===== src/rtl/lc_pkg.sv =====
// Package for the level compressor configuration registers
package lc_pkg;

  // ----------------------------------------------------------------
  // Bus geometry
  // ----------------------------------------------------------------
  localparam int          ADDR_W    = 8;
  localparam int          DATA_W    = 32;
  localparam int          REG_W     = 16;
  localparam logic [1:0]  RESP_OKAY = 2'h0;
  localparam logic [1:0]  RESP_SLV  = 2'h2;

  // ----------------------------------------------------------------
  // Register indices; byte address is four times the index
  // ----------------------------------------------------------------
  localparam logic [5:0] IDX_TIMING = 6'h29;
  localparam logic [5:0] IDX_SLOPES = 6'h2A;
  localparam logic [5:0] IDX_KNEE   = 6'h2B;

  // ----------------------------------------------------------------
  // Field layouts
  // ----------------------------------------------------------------
  typedef struct packed {
    logic [3:0] gain_attack_rate;
    logic [3:0] gain_decay_rate;
    logic [1:0] fast_release_crest_threshold;
    logic [1:0] fast_release_decay_rate;
    logic [1:0] gain_floor;
    logic [1:0] gain_ceiling;
  } lc_timing_t;

  typedef struct packed {
    logic [9:0] unused;
    logic [2:0] upper_slope;
    logic [2:0] lower_slope;
  } lc_slopes_t;

  typedef struct packed {
    logic [4:0] unused;
    logic [5:0] knee_input_level;
    logic [4:0] knee_output_level;
  } lc_knee_t;

  // ----------------------------------------------------------------
  // Reset values and legal code limits
  // ----------------------------------------------------------------
  localparam logic [15:0] RST_TIMING = 16'h3248;
  localparam logic [15:0] RST_SLOPES = 16'h0000;
  localparam logic [15:0] RST_KNEE   = 16'h0000;
  localparam logic [3:0]  ATK_MIN    = 4'h1;
  localparam logic [3:0]  ATK_MAX    = 4'hA;
  localparam logic [3:0]  DCY_MAX    = 4'h8;
  localparam logic [1:0]  QDCY_RSV   = 2'h3;
  localparam logic [2:0]  UP_MAX     = 3'h5;
  localparam logic [2:0]  LO_MAX     = 3'h4;
  localparam logic [5:0]  KIN_MAX    = 6'h3C;
  localparam logic [4:0]  KOUT_MAX   = 5'h1E;

endpackage


===== src/rtl/lc_level_compressor.sv =====
// Level compressor configuration registers behind an AXI4-Lite slave
//
// The AXI4-Lite slave port was chosen for this implementation.
`timescale 1ns/1ps
`default_nettype none

module lc_level_compressor
  import lc_pkg::*;
(
  // Clock and reset
  input  wire logic                       aclk,
  input  wire logic                       aresetn,
  // Write address channel
  input  wire logic [lc_pkg::ADDR_W-1:0]  s_axi_awaddr,
  input  wire logic                       s_axi_awvalid,
  output logic                            s_axi_awready,
  // Write data channel
  input  wire logic [lc_pkg::DATA_W-1:0]  s_axi_wdata,
  input  wire logic [3:0]                 s_axi_wstrb,
  input  wire logic                       s_axi_wvalid,
  output logic                            s_axi_wready,
  // Write response channel
  output logic [1:0]                      s_axi_bresp,
  output logic                            s_axi_bvalid,
  input  wire logic                       s_axi_bready,
  // Read address channel
  input  wire logic [lc_pkg::ADDR_W-1:0]  s_axi_araddr,
  input  wire logic                       s_axi_arvalid,
  output logic                            s_axi_arready,
  // Read data channel
  output logic [lc_pkg::DATA_W-1:0]       s_axi_rdata,
  output logic [1:0]                      s_axi_rresp,
  output logic                            s_axi_rvalid,
  input  wire logic                       s_axi_rready,
  // Settings to the audio processor
  output var lc_pkg::lc_timing_t          compressor_timing_gain_limits_q,
  output var lc_pkg::lc_slopes_t          compressor_slopes_q,
  output var lc_pkg::lc_knee_t            compressor_knee_point_q
);
  import lc_pkg::*;

  // ----------------------------------------------------------------
  // Write path
  // ----------------------------------------------------------------
  logic                awready_q, wready_q, bvalid_q;
  logic [1:0]          bresp_q;
  logic                aw_full_q, w_full_q;
  logic [ADDR_W-1:0]   aw_addr_q;
  logic [DATA_W-1:0]   w_data_q;
  logic [3:0]          w_strb_q;
  wire                 aw_fire = s_axi_awvalid & awready_q;
  wire                 w_fire  = s_axi_wvalid & wready_q;
  // Both halves held and no response pending
  wire                 wr_go   = aw_full_q & w_full_q & ~bvalid_q;
  wire                 aw_full_d = (aw_full_q | aw_fire) & ~wr_go;
  wire                 w_full_d  = (w_full_q | w_fire) & ~wr_go;
  wire                 bvalid_d  = wr_go | (bvalid_q & ~s_axi_bready);
  wire [5:0]           wr_idx  = aw_addr_q[7:2];
  wire                 wr_tim  = wr_go & (wr_idx == IDX_TIMING);
  wire                 wr_slo  = wr_go & (wr_idx == IDX_SLOPES);
  wire                 wr_kne  = wr_go & (wr_idx == IDX_KNEE);
  wire                 wr_hit  = wr_tim | wr_slo | wr_kne;
  wire [REG_W-1:0]     wmask   = {{8{w_strb_q[1]}}, {8{w_strb_q[0]}}};
  wire [REG_W-1:0]     wnew    = w_data_q[REG_W-1:0];

  always_ff @(posedge aclk) begin
    if (!aresetn) begin
      awready_q <= 1'b0;
      wready_q  <= 1'b0;
      bvalid_q  <= 1'b0;
      bresp_q   <= RESP_OKAY;
      aw_full_q <= 1'b0;
      w_full_q  <= 1'b0;
      aw_addr_q <= '0;
      w_data_q  <= '0;
      w_strb_q  <= '0;
    end else begin
      awready_q <= ~aw_full_d & ~bvalid_d;
      wready_q  <= ~w_full_d & ~bvalid_d;
      aw_full_q <= aw_full_d;
      w_full_q  <= w_full_d;
      bvalid_q  <= bvalid_d;
      if (aw_fire) aw_addr_q <= s_axi_awaddr;
      if (w_fire) begin
        w_data_q <= s_axi_wdata;
        w_strb_q <= s_axi_wstrb;
      end
      if (wr_go) bresp_q <= wr_hit ? RESP_OKAY : RESP_SLV;
    end
  end

  // ----------------------------------------------------------------
  // Field merge with reserved-code filtering
  // ----------------------------------------------------------------
  lc_timing_t tim_m, tim_d;
  lc_slopes_t slo_m, slo_d;
  lc_knee_t   kne_m, kne_d;
  assign tim_m = (compressor_timing_gain_limits_q & ~wmask) | (wnew & wmask);
  assign slo_m = (compressor_slopes_q & ~wmask) | (wnew & wmask);
  assign kne_m = (compressor_knee_point_q & ~wmask) | (wnew & wmask);

  // Reserved codes are dropped per field so the processor never sees them
  always_comb begin
    tim_d = compressor_timing_gain_limits_q;
    slo_d = compressor_slopes_q;
    kne_d = compressor_knee_point_q;
    if (tim_m.gain_attack_rate >= ATK_MIN && tim_m.gain_attack_rate <= ATK_MAX)
      tim_d.gain_attack_rate = tim_m.gain_attack_rate;
    if (tim_m.gain_decay_rate <= DCY_MAX)
      tim_d.gain_decay_rate = tim_m.gain_decay_rate;
    tim_d.fast_release_crest_threshold = tim_m.fast_release_crest_threshold;
    if (tim_m.fast_release_decay_rate != QDCY_RSV)
      tim_d.fast_release_decay_rate = tim_m.fast_release_decay_rate;
    tim_d.gain_floor   = tim_m.gain_floor;
    tim_d.gain_ceiling = tim_m.gain_ceiling;
    if (slo_m.upper_slope <= UP_MAX) slo_d.upper_slope = slo_m.upper_slope;
    if (slo_m.lower_slope <= LO_MAX) slo_d.lower_slope = slo_m.lower_slope;
    if (kne_m.knee_input_level <= KIN_MAX)
      kne_d.knee_input_level = kne_m.knee_input_level;
    if (kne_m.knee_output_level <= KOUT_MAX)
      kne_d.knee_output_level = kne_m.knee_output_level;
  end

  always_ff @(posedge aclk) begin
    if (!aresetn) begin
      compressor_timing_gain_limits_q <= RST_TIMING;
      compressor_slopes_q             <= RST_SLOPES;
      compressor_knee_point_q         <= RST_KNEE;
    end else begin
      if (wr_tim) compressor_timing_gain_limits_q <= tim_d;
      if (wr_slo) compressor_slopes_q <= slo_d;
      if (wr_kne) compressor_knee_point_q <= kne_d;
    end
  end

  // ----------------------------------------------------------------
  // Read path
  // ----------------------------------------------------------------
  logic                arready_q, rvalid_q;
  logic [1:0]          rresp_q;
  logic [DATA_W-1:0]   rdata_q;
  wire                 ar_fire  = s_axi_arvalid & arready_q;
  wire                 rvalid_d = ar_fire | (rvalid_q & ~s_axi_rready);
  wire [5:0]           rd_idx   = s_axi_araddr[7:2];
  wire                 rd_tim   = rd_idx == IDX_TIMING;
  wire                 rd_slo   = rd_idx == IDX_SLOPES;
  wire                 rd_kne   = rd_idx == IDX_KNEE;
  wire [REG_W-1:0]     rd_val   = rd_tim ? compressor_timing_gain_limits_q :
                                  rd_slo ? compressor_slopes_q :
                                  rd_kne ? compressor_knee_point_q : '0;

  always_ff @(posedge aclk) begin
    if (!aresetn) begin
      arready_q <= 1'b0;
      rvalid_q  <= 1'b0;
      rresp_q   <= RESP_OKAY;
      rdata_q   <= '0;
    end else begin
      arready_q <= ~rvalid_d;
      rvalid_q  <= rvalid_d;
      if (ar_fire) begin
        // Upper half always zero; unmapped reads zero with error
        rdata_q <= {{(DATA_W-REG_W){1'b0}}, rd_val};
        rresp_q <= (rd_tim | rd_slo | rd_kne) ? RESP_OKAY : RESP_SLV;
      end
    end
  end

  assign s_axi_awready = awready_q;
  assign s_axi_wready  = wready_q;
  assign s_axi_bvalid  = bvalid_q;
  assign s_axi_bresp   = bresp_q;
  assign s_axi_arready = arready_q;
  assign s_axi_rvalid  = rvalid_q;
  assign s_axi_rresp   = rresp_q;
  assign s_axi_rdata   = rdata_q;

  wire        full_wr = wr_tim & (w_strb_q[1:0] == 2'h3);
  lc_timing_t tim_w;
  lc_slopes_t slo_w;
  lc_knee_t   kne_w;
  assign tim_w = wnew;
  assign slo_w = wnew;
  assign kne_w = wnew;
endmodule // lc_level_compressor

`default_nettype wire


===== config.mk =====
export PLATFORM = sky130hd
export DESIGN_NAME = lc_level_compressor
export DESIGN_NICKNAME = d
export VERILOG_FILES = /design/src/rtl/lc_pkg.sv /design/src/rtl/lc_level_compressor.sv
export SDC_FILE = /design/constraint.sdc
export NUM_CORES = 1
export LEC_CHECK = 0
export BUFFER_PORTS_ARGS = -buffer_cell sky130_fd_sc_hd__buf_2
export CAP_MARGIN = 20
export CORE_AREA = 5 5 91 93
export DETAILED_ROUTE_END_ITERATION = 16
export DIE_AREA = 0 0 96 98
export GPL_TIMING_DRIVEN = 1
export PLACE_DENSITY_LB_ADDON = 0.15
export SYNTH_ARGS = -nofsm -noshare
export SYNTH_HDL_FRONTEND = slang
export SYNTH_SLANG_ARGS = --single-unit

===== constraint.sdc =====
create_clock -name aclk -period 2.7 [get_ports aclk]
set_input_delay 0.405 -clock aclk [delete_from_list [all_inputs] [get_ports aclk]]
set_output_delay 0.405 -clock aclk [all_outputs]
set_load 0.005 [all_outputs]

==> results of run 1 <==
-- metal layers --
metal	global-route usage [%]	up-vias	wire, um
met3	3.85	13	826
li1	-	1665	-
met4	7.88	0	159
met5	0	-	0
met2	30.7	140	4010
met1	29.4	1525	4380
-- cells in the mapped netlist, drive strengths merged --
cell type  number
conb            1
o22ai           1
o221a           4
nor4            2
nand2          72
and3b           1
a211oi          4
a2111oi         2
dfxtp          82
o211ai          1
o21ai          25
inv             9
a31oi           4
a311oi          2
or2             1
and3            5
and2            3
clkbuf         20
nand3          18
nand4bb         2
a41o            1
and4bb          1
o2111a          1
nor3b           1
nor2b           3
nor3            8
mux2i          12
a221oi         11
a31o            1
a221o           2
buf            39
nand3b          5
nand4           9
o41ai           1
a21oi          50
nor2           23
nand2b          4
and4            1
o21a            4
mux2            2
nor4b           1
or4b            1
-- registers in the layout (all words and copies together), names as in the netlist, named ones only --
signal	flops
aw_addr_q	6
aw_full_q	1
compressor_knee_point_q	11
compressor_slopes_q	6
compressor_timing_gain_limits_q	10
s_axi_arready	1
s_axi_awready	1
s_axi_bresp	1
s_axi_bvalid	1
s_axi_rdata	16
s_axi_rresp	1
s_axi_rvalid	1
s_axi_wready	1
w_data_q	16
w_full_q	1
w_strb_q	2
-- where the power goes --
part / internal [mW] / leakage (nW) / switching, mW / total, mW
sequential: 1.25 / 0.666 / 0.0392 / 1.28
combinational: 0.0720 / 1.05 / 0.109 / 0.180
clock: 0.665 / 0.123 / 0.432 / 1.10
-- cells by family (layout without fill, tap and decap cells) --
logic type	after synthesis	after routing	synth area share, %
other cells	1	33	0.101
compound gates	114	114	19.8
mux	14	14	3.84
simple gates	161	161	21.7
flops	82	82	44.2
buf+inv	68	123	10.4
-- area by class of cell --
type                       count  area, um^2
clock inverter                 4        97.6
tap                          102         128
inverter                       9        33.8
timing repair buffer          98         505
clock buffer                  12         155
sequential                    82        1640
multi-input combinational    322        1800
fill                         712        3080
-- final timing paths --
path | slack (ns) | end | from | cells past startpoint
setup reg to reg | 0.70 | compressor_timing_gain_limits_q[8]$_SDFFE_PN0P_ | w_strb_q[1]$_SDFFE_PN0P_ | 4
setup / recovery | 0.70 | compressor_timing_gain_limits_q[8]$_SDFFE_PN0P_ | w_strb_q[1]$_SDFFE_PN0P_ | 4
hold / removal | 0.28 | w_data_q[14]$_SDFFE_PN0P_ | s_axi_wdata[14] | 3
hold reg to reg | 0.46 | s_axi_rdata[14]$_SDFFE_PN0P_ | s_axi_rdata[14]$_SDFFE_PN0P_ | 2
-- worst max-delay path: stages, from the launching register on --
cell       delay [ns]
dfxtp_1          0.58
or4b_4           0.54
a2111oi_4        0.44
mux2i_1          0.26
nor2_1           0.05
==> results.py, run 1 <==
metrics = {
    "power_and_ir_drop": {
        "leakage_nw": 1.84,
        "vdd_drop_max_mv": 0.280,
        "report.power.total_mw": 2.56,
        "power_density_nw_per_um2": 587,
    },
    "critical_path": {
        "crit_arrival_ns": 2.23,
        "worst-setup-path-type": "reg -> reg",
        "path_max_fanout": 13,
        "crit_path_end_kind": "flip-flop",
        "setup.worst_path.start_class": "flip-flop",
        "crit_required_ns": 2.94,
    },
    "drt": {
        "drt_pass1_iterations": 4,
        "route.antenna.remaining_nets": 0,
        "drt_iter0_drc": 182,
        "remaining_drc_errors": 0,
        "route.vias.total": 3343,
        "vias_per_cell": 5.31,
        "wirelength_um": 9370,
        "routedWlPerCell_um": 14.9,
    },
    "synth": {
        "synthesis.area_per_instance_um2": 8.43,
        "yosys_warnings": 0,
        "synth-seq-cells": 82,
        "yosysTopAreaCell": "dfxtp_1",
        "syn-instance-count": 440,
        "proportion_of_synthesized_chip_area_in_sequential_cells_pct": 44.2,
        "netlist_top_cells_area": "dfxtp_1 44%, nand2_1 7.3%, a21oi_1 6.7%, buf_4 6.7%, o21ai_0 3.4%",
        "synth_cell_types": 49,
        "synth.top_cell.area_share_pct": 44.2,
        "synthesis.area_um2": 3710,
    },
    "sta": {
        "rsz0062_at_grt": "false",
        "fin_clk_skew_ns": 0.00720,
        "slew_headroom_pct": 50.5,
        "measured_slew_at_the_worst_slew_check_pin_ns": 0.736,
        "post-route-worst-setup-slack_ns": 0.703,
        "finalSetupViolCount": 0,
        "setup_tns_ns": 0,
        "fmax_mhz": 501,
        "timing.final.crit_share_pct": 73.9,
        "total_count_of_max_transition_violations_in_the_final_report": 0,
        "hold_ws_ns": 0.281,
        "final-hold-violation-count": 0,
        "period_needed_ns": 2.00,
    },
    "cts": {
        "worst_setup_hold_path_clk_slew_ns": 0.08,
        "cts_max_path_buffers": 2,
        "cts_root_buf": "clkbuf_8",
        "cts_sinks": 82,
        "number_of_h_tree_levels": 3,
        "worstSkewPairLatency_ns": 0.35,
        "hold_buffers": 0,
        "post-cts-setup-buffer-count": 0,
        "cts_inserted_buffers": 9,
        "tritoncts_clock_tree": "done",
        "ctsResizeCount": 0,
    },
    "place": {
        "gp_routability_congestion": 0.796,
        "postPlaceCellArea_um2": 4110,
        "buffer_ports.inserted": 92,
        "number_of_placed_instances_taps_included": 613,
        "detailed_placement_wirelength_estimate_um": 6850,
        "post-place-ws_ns": 0.727,
    },
    "grt": {
        "wire_length_of_the_first_global_routing_pass_um": 15400,
        "grt_usage_pct": 20.6,
        "gr-total-overflow": 0,
        "grt_antenna_before_repair": 0,
        "grt_start_max_net_pins": 40,
        "grt_pass1_vias": 3095,
    },
    "cells_and_area": {
        "fin_util_pct": 58.6,
        "area.growth.synth_to_final_pct": 17.7,
        "leading_cell_type_in_the_layout_fill_and_taps_excluded": "buf_2",
        "design_area_um2": 4370,
        "layoutNonFillerInstCount": 629,
        "layout.nets": 581,
        "antenna_cells_inserted": 0,
        "layout-drive-gt1-share_pct": 24.3,
        "layout_common_cells": "92 x buf_2, 82 x dfxtp_1, 72 x nand2_1",
    },
    "floorplan": {
        "initial_core_util_pct": 49.8,
        "std_cell_rows": 32,
        "core_area_um2": 7450,
        "dieArea_um2": 9410,
        "top_level_ports": 148,
        "chipHeight_um": 98,
        "die_width_um": 96,
    },
    "status": {
        "result_of_the_run": "finished clean",
    },
    "flow_run": {
        "max-cap-violations": 0,
    },
    "worst_hold_path": {
        "hold_path.class": "in -> reg",
    },
}
Note: power is estimated with default switching activity, not from simulation.
==> run 2, diff against run 1 <==
--- a/config.mk
+++ b/config.mk
@@ -5,11 +5,12 @@
 export SDC_FILE = /design/constraint.sdc
 export NUM_CORES = 1
 export LEC_CHECK = 0
+export ABC_AREA = 1
 export BUFFER_PORTS_ARGS = -buffer_cell sky130_fd_sc_hd__buf_2
 export CAP_MARGIN = 20
-export CORE_AREA = 5 5 91 93
+export CORE_AREA = 5 5 101 103
 export DETAILED_ROUTE_END_ITERATION = 16
-export DIE_AREA = 0 0 96 98
+export DIE_AREA = 0 0 106 108
 export GPL_TIMING_DRIVEN = 1
 export PLACE_DENSITY_LB_ADDON = 0.15
 export SYNTH_ARGS = -nofsm -noshare
==> constraint.sdc (replaced) <==
create_clock -name aclk -period 1.65 [get_ports aclk]
set_input_delay 0.2475 -clock aclk [delete_from_list [all_inputs] [get_ports aclk]]
set_output_delay 0.2475 -clock aclk [all_outputs]
set_load 0.005 [all_outputs]
==> results.py, run 2 <==
metrics = {
    "status": {
        "result_of_the_run": "finished clean",
    },
    "synth": {
        "proportion_of_synthesized_chip_area_in_sequential_cells_pct": 42.1,
        "synth_area_in_adders_pct": 0,
        "synth_compound_area_share_pct": 16.1,
        "yosys.area_share.simple_pct": 26.3,
        "synthesis.area_per_instance_um2": 6.85,
        "synth-edff-count": 0,
        "yosys_warnings": 0,
        "yosysTopAreaCell": "dfxtp_1",
        "synth_top_family_by_area": "simple AND/OR/NAND/NOR gates",
        "yosys.cell_count.top_type": "nand2_1",
        "synth-seq-cells": 82,
        "synthesis.area_um2": 3900,
        "netlist_top_cells_area": "dfxtp_1 42%, nand2_1 11%, o21ai_0 9.6%, nor2_1 8.8%, buf_4 6.9%",
        "yosys-top-cells-count": "111 x nand2_1, 91 x nor2_1, 82 x dfxtp_1",
        "synth.top_cell.area_share_pct": 42.1,
        "syn-instance-count": 570,
        "synth_cell_types": 26,
        "ys_dominant_reg_cell": "dfxtp_1",
        "asyncSetResetFlopFracSynth_pct": 0,
        "synth_xor_xnor_area_share_pct": 0,
        "post_synth_mux_area_share_pct": 0,
    },
    "place": {
        "gp_routability_congestion": 0.832,
        "buffer_ports.inserted": 92,
        "detailed_placement_wirelength_estimate_um": 7420,
        "postPlaceCellArea_um2": 4370,
    },
    "cells_and_area": {
        "layout.nets": 722,
        "antenna_cells_inserted": 0,
        "multi_input_comb_area_um2": 1790,
        "layout_common_cells": "110 x nand2_1, 92 x buf_2, 91 x nor2_1",
        "leading_cell_type_in_the_layout_fill_and_taps_excluded": "nand2_1",
        "layout-drive-gt1-share_pct": 20.2,
        "sequential_cell_area_um2": 1640,
        "design_area_um2": 4590,
        "area.growth.synth_to_final_pct": 17.5,
        "layout.filler_cells": 949,
    },
    "power_and_ir_drop": {
        "sequentialPowerShare_pct": 53.1,
        "cellInternalPower_mw": 2.96,
        "power_density_nw_per_um2": 870,
        "leakage_nw": 2.17,
        "switching_share_pct": 25.8,
        "power.net_switching_mw": 1.03,
        "vdd_drop_max_mv": 0.456,
        "comb_power_share_pct": 9.9,
        "clock_power_share_pct": 37.0,
    },
    "grt": {
        "grt_start_max_net_pins": 40,
        "grt_pass1_vias": 3365,
        "wire_length_of_the_first_global_routing_pass_um": 15800,
        "grt_usage_pct": 16.7,
        "grt_antenna_before_repair": 0,
        "gr-total-overflow": 0,
    },
    "cts": {
        "tritoncts_clock_tree": "done",
        "cts_max_path_buffers": 2,
        "worst_setup_hold_path_clk_slew_ns": 0.08,
        "cts_inserted_buffers": 9,
        "number_of_h_tree_levels": 3,
        "cts_root_buf": "clkbuf_8",
        "worstSkewPairLatency_ns": 0.36,
        "cts_sinks": 82,
    },
    "drt": {
        "vias_per_cell": 4.68,
        "wirelength_um": 9610,
        "route.antenna.remaining_nets": 0,
        "remaining_drc_errors": 0,
        "drt_iter0_drc": 155,
        "route.vias.total": 3643,
        "drt_pass1_iterations": 5,
        "routedWlPerCell_um": 12.3,
    },
    "floorplan": {
        "std_cell_rows": 35,
        "core_area_um2": 9110,
        "initial_core_util_pct": 42.9,
        "die_width_um": 106,
        "top_level_ports": 148,
        "dieArea_um2": 11400,
        "chipHeight_um": 108,
    },
    "flow_run": {
        "max-cap-violations": 0,
    },
    "sta": {
        "setup_tns_ns": 0,
        "fmax_mhz": 687,
        "total_count_of_max_transition_violations_in_the_final_report": 0,
        "final-hold-violation-count": 0,
        "fin_clk_skew_ns": 0.0137,
        "finalSetupViolCount": 0,
        "period_needed_ns": 1.45,
        "timing.final.crit_share_pct": 88.2,
        "rsz0062_at_grt": "false",
    },
    "critical_path": {
        "worst-setup-path-type": "reg -> reg",
        "crit_arrival_ns": 1.75,
        "setup.worst_path.start_class": "flip-flop",
        "crit_required_ns": 1.94,
        "crit_path_end_kind": "flip-flop",
        "path_max_fanout": 9,
    },
    "worst_hold_path": {
        "hold_path.class": "in -> reg",
    },
}
==> run 2: cell types whose count changed after synthesis, sizes merged, moves of 5 or more <==
cell    previous run  this run
mux2i             12         0
nor2              23        95
and3               5         0
nand3             18        23
clkbuf            20        15
o21ai             25        78
a21oi             50        40
inv                9        62
a221oi            11         0
nand2             72       114
==> run 2: layer usage <==
metal	up-vias	GRT usage [%]	wire, um
met3	5	3.88	744
met5	-	0	0
met2	124	26.6	4100
met1	1580	22.4	4700
li1	1934	-	-
met4	0	5.64	70
==> run 2: kinds of logic after synthesis <==
family	count (synthesis)
compound gates	123
buf+inv	120
flops	82
other cells	1
simple gates	244
==> run 2: critical path: stages (launching register included) <==
cell and delay, ns:
dfxtp_1 0.38, nand2_1 0.10, nor2_4 0.14, nand2_4 0.10, nor2_4 0.16, buf_4 0.21
nand3_2 0.12, nand2_1 0.07, inv_1 0.03, nor2_1 0.08
==> run 2: power groups by stage <==
stage / Clock, mW / Sequential (mW) / Combinational [mW]
floorplan: 0 / 2.15 / 0.315
global placement: 0 / 2.16 / 0.390
detailed placement: 0 / 2.17 / 0.394
CTS: 1.52 / 2.12 / 0.395
global route: 1.59 / 2.13 / 0.462
finish: 1.48 / 2.12 / 0.395
==> run 2: area by class of cell <==
cell class                 count  area share [%]
timing repair buffer         105            12.4
tap                          111            3.03
multi-input combinational    400            39.0
sequential                    82            35.8
clock buffer                  10            3.00
clock inverter                 6            1.45
inverter                      65            5.32
==> run 2: per-stage QoR <==
step	hold WS [ns]	worst slack, ns	power [mW]	instances	util, %
after detailed placement	0.448	0.142	2.56	763	48.0
after floorplan	0.414	0.351	2.47	602	-
after global placement	0.442	0.181	2.55	763	48.0
after global routing	0.149	0.0174	4.19	779	50.4
after CTS	0.134	0.127	4.03	779	50.3
final	0.146	0.195	3.99	779	50.4
==> run 2: timing repair <==
item	in CTS	in global routing
setup endpoints to repair	0	9
gates resized for setup	0	4
hold buffers	0	0
buffers inserted	0	0
==> run 2: path summary, 6_finish.rpt <==
check	from	end	slack, ns	cells past startpoint
hold / removal	s_axi_wdata[14]	w_data_q[14]$_SDFFE_PN0P_	0.15	3
hold reg to reg	aw_addr_q[6]$_SDFFE_PN0P_	aw_addr_q[6]$_SDFFE_PN0P_	0.46	2
setup / recovery	w_full_q$_SDFF_PN0_	compressor_timing_gain_limits_q[14]$_SDFFE_PN0P_	0.20	9
setup reg to reg	w_full_q$_SDFF_PN0_	compressor_timing_gain_limits_q[14]$_SDFFE_PN0P_	0.20	9
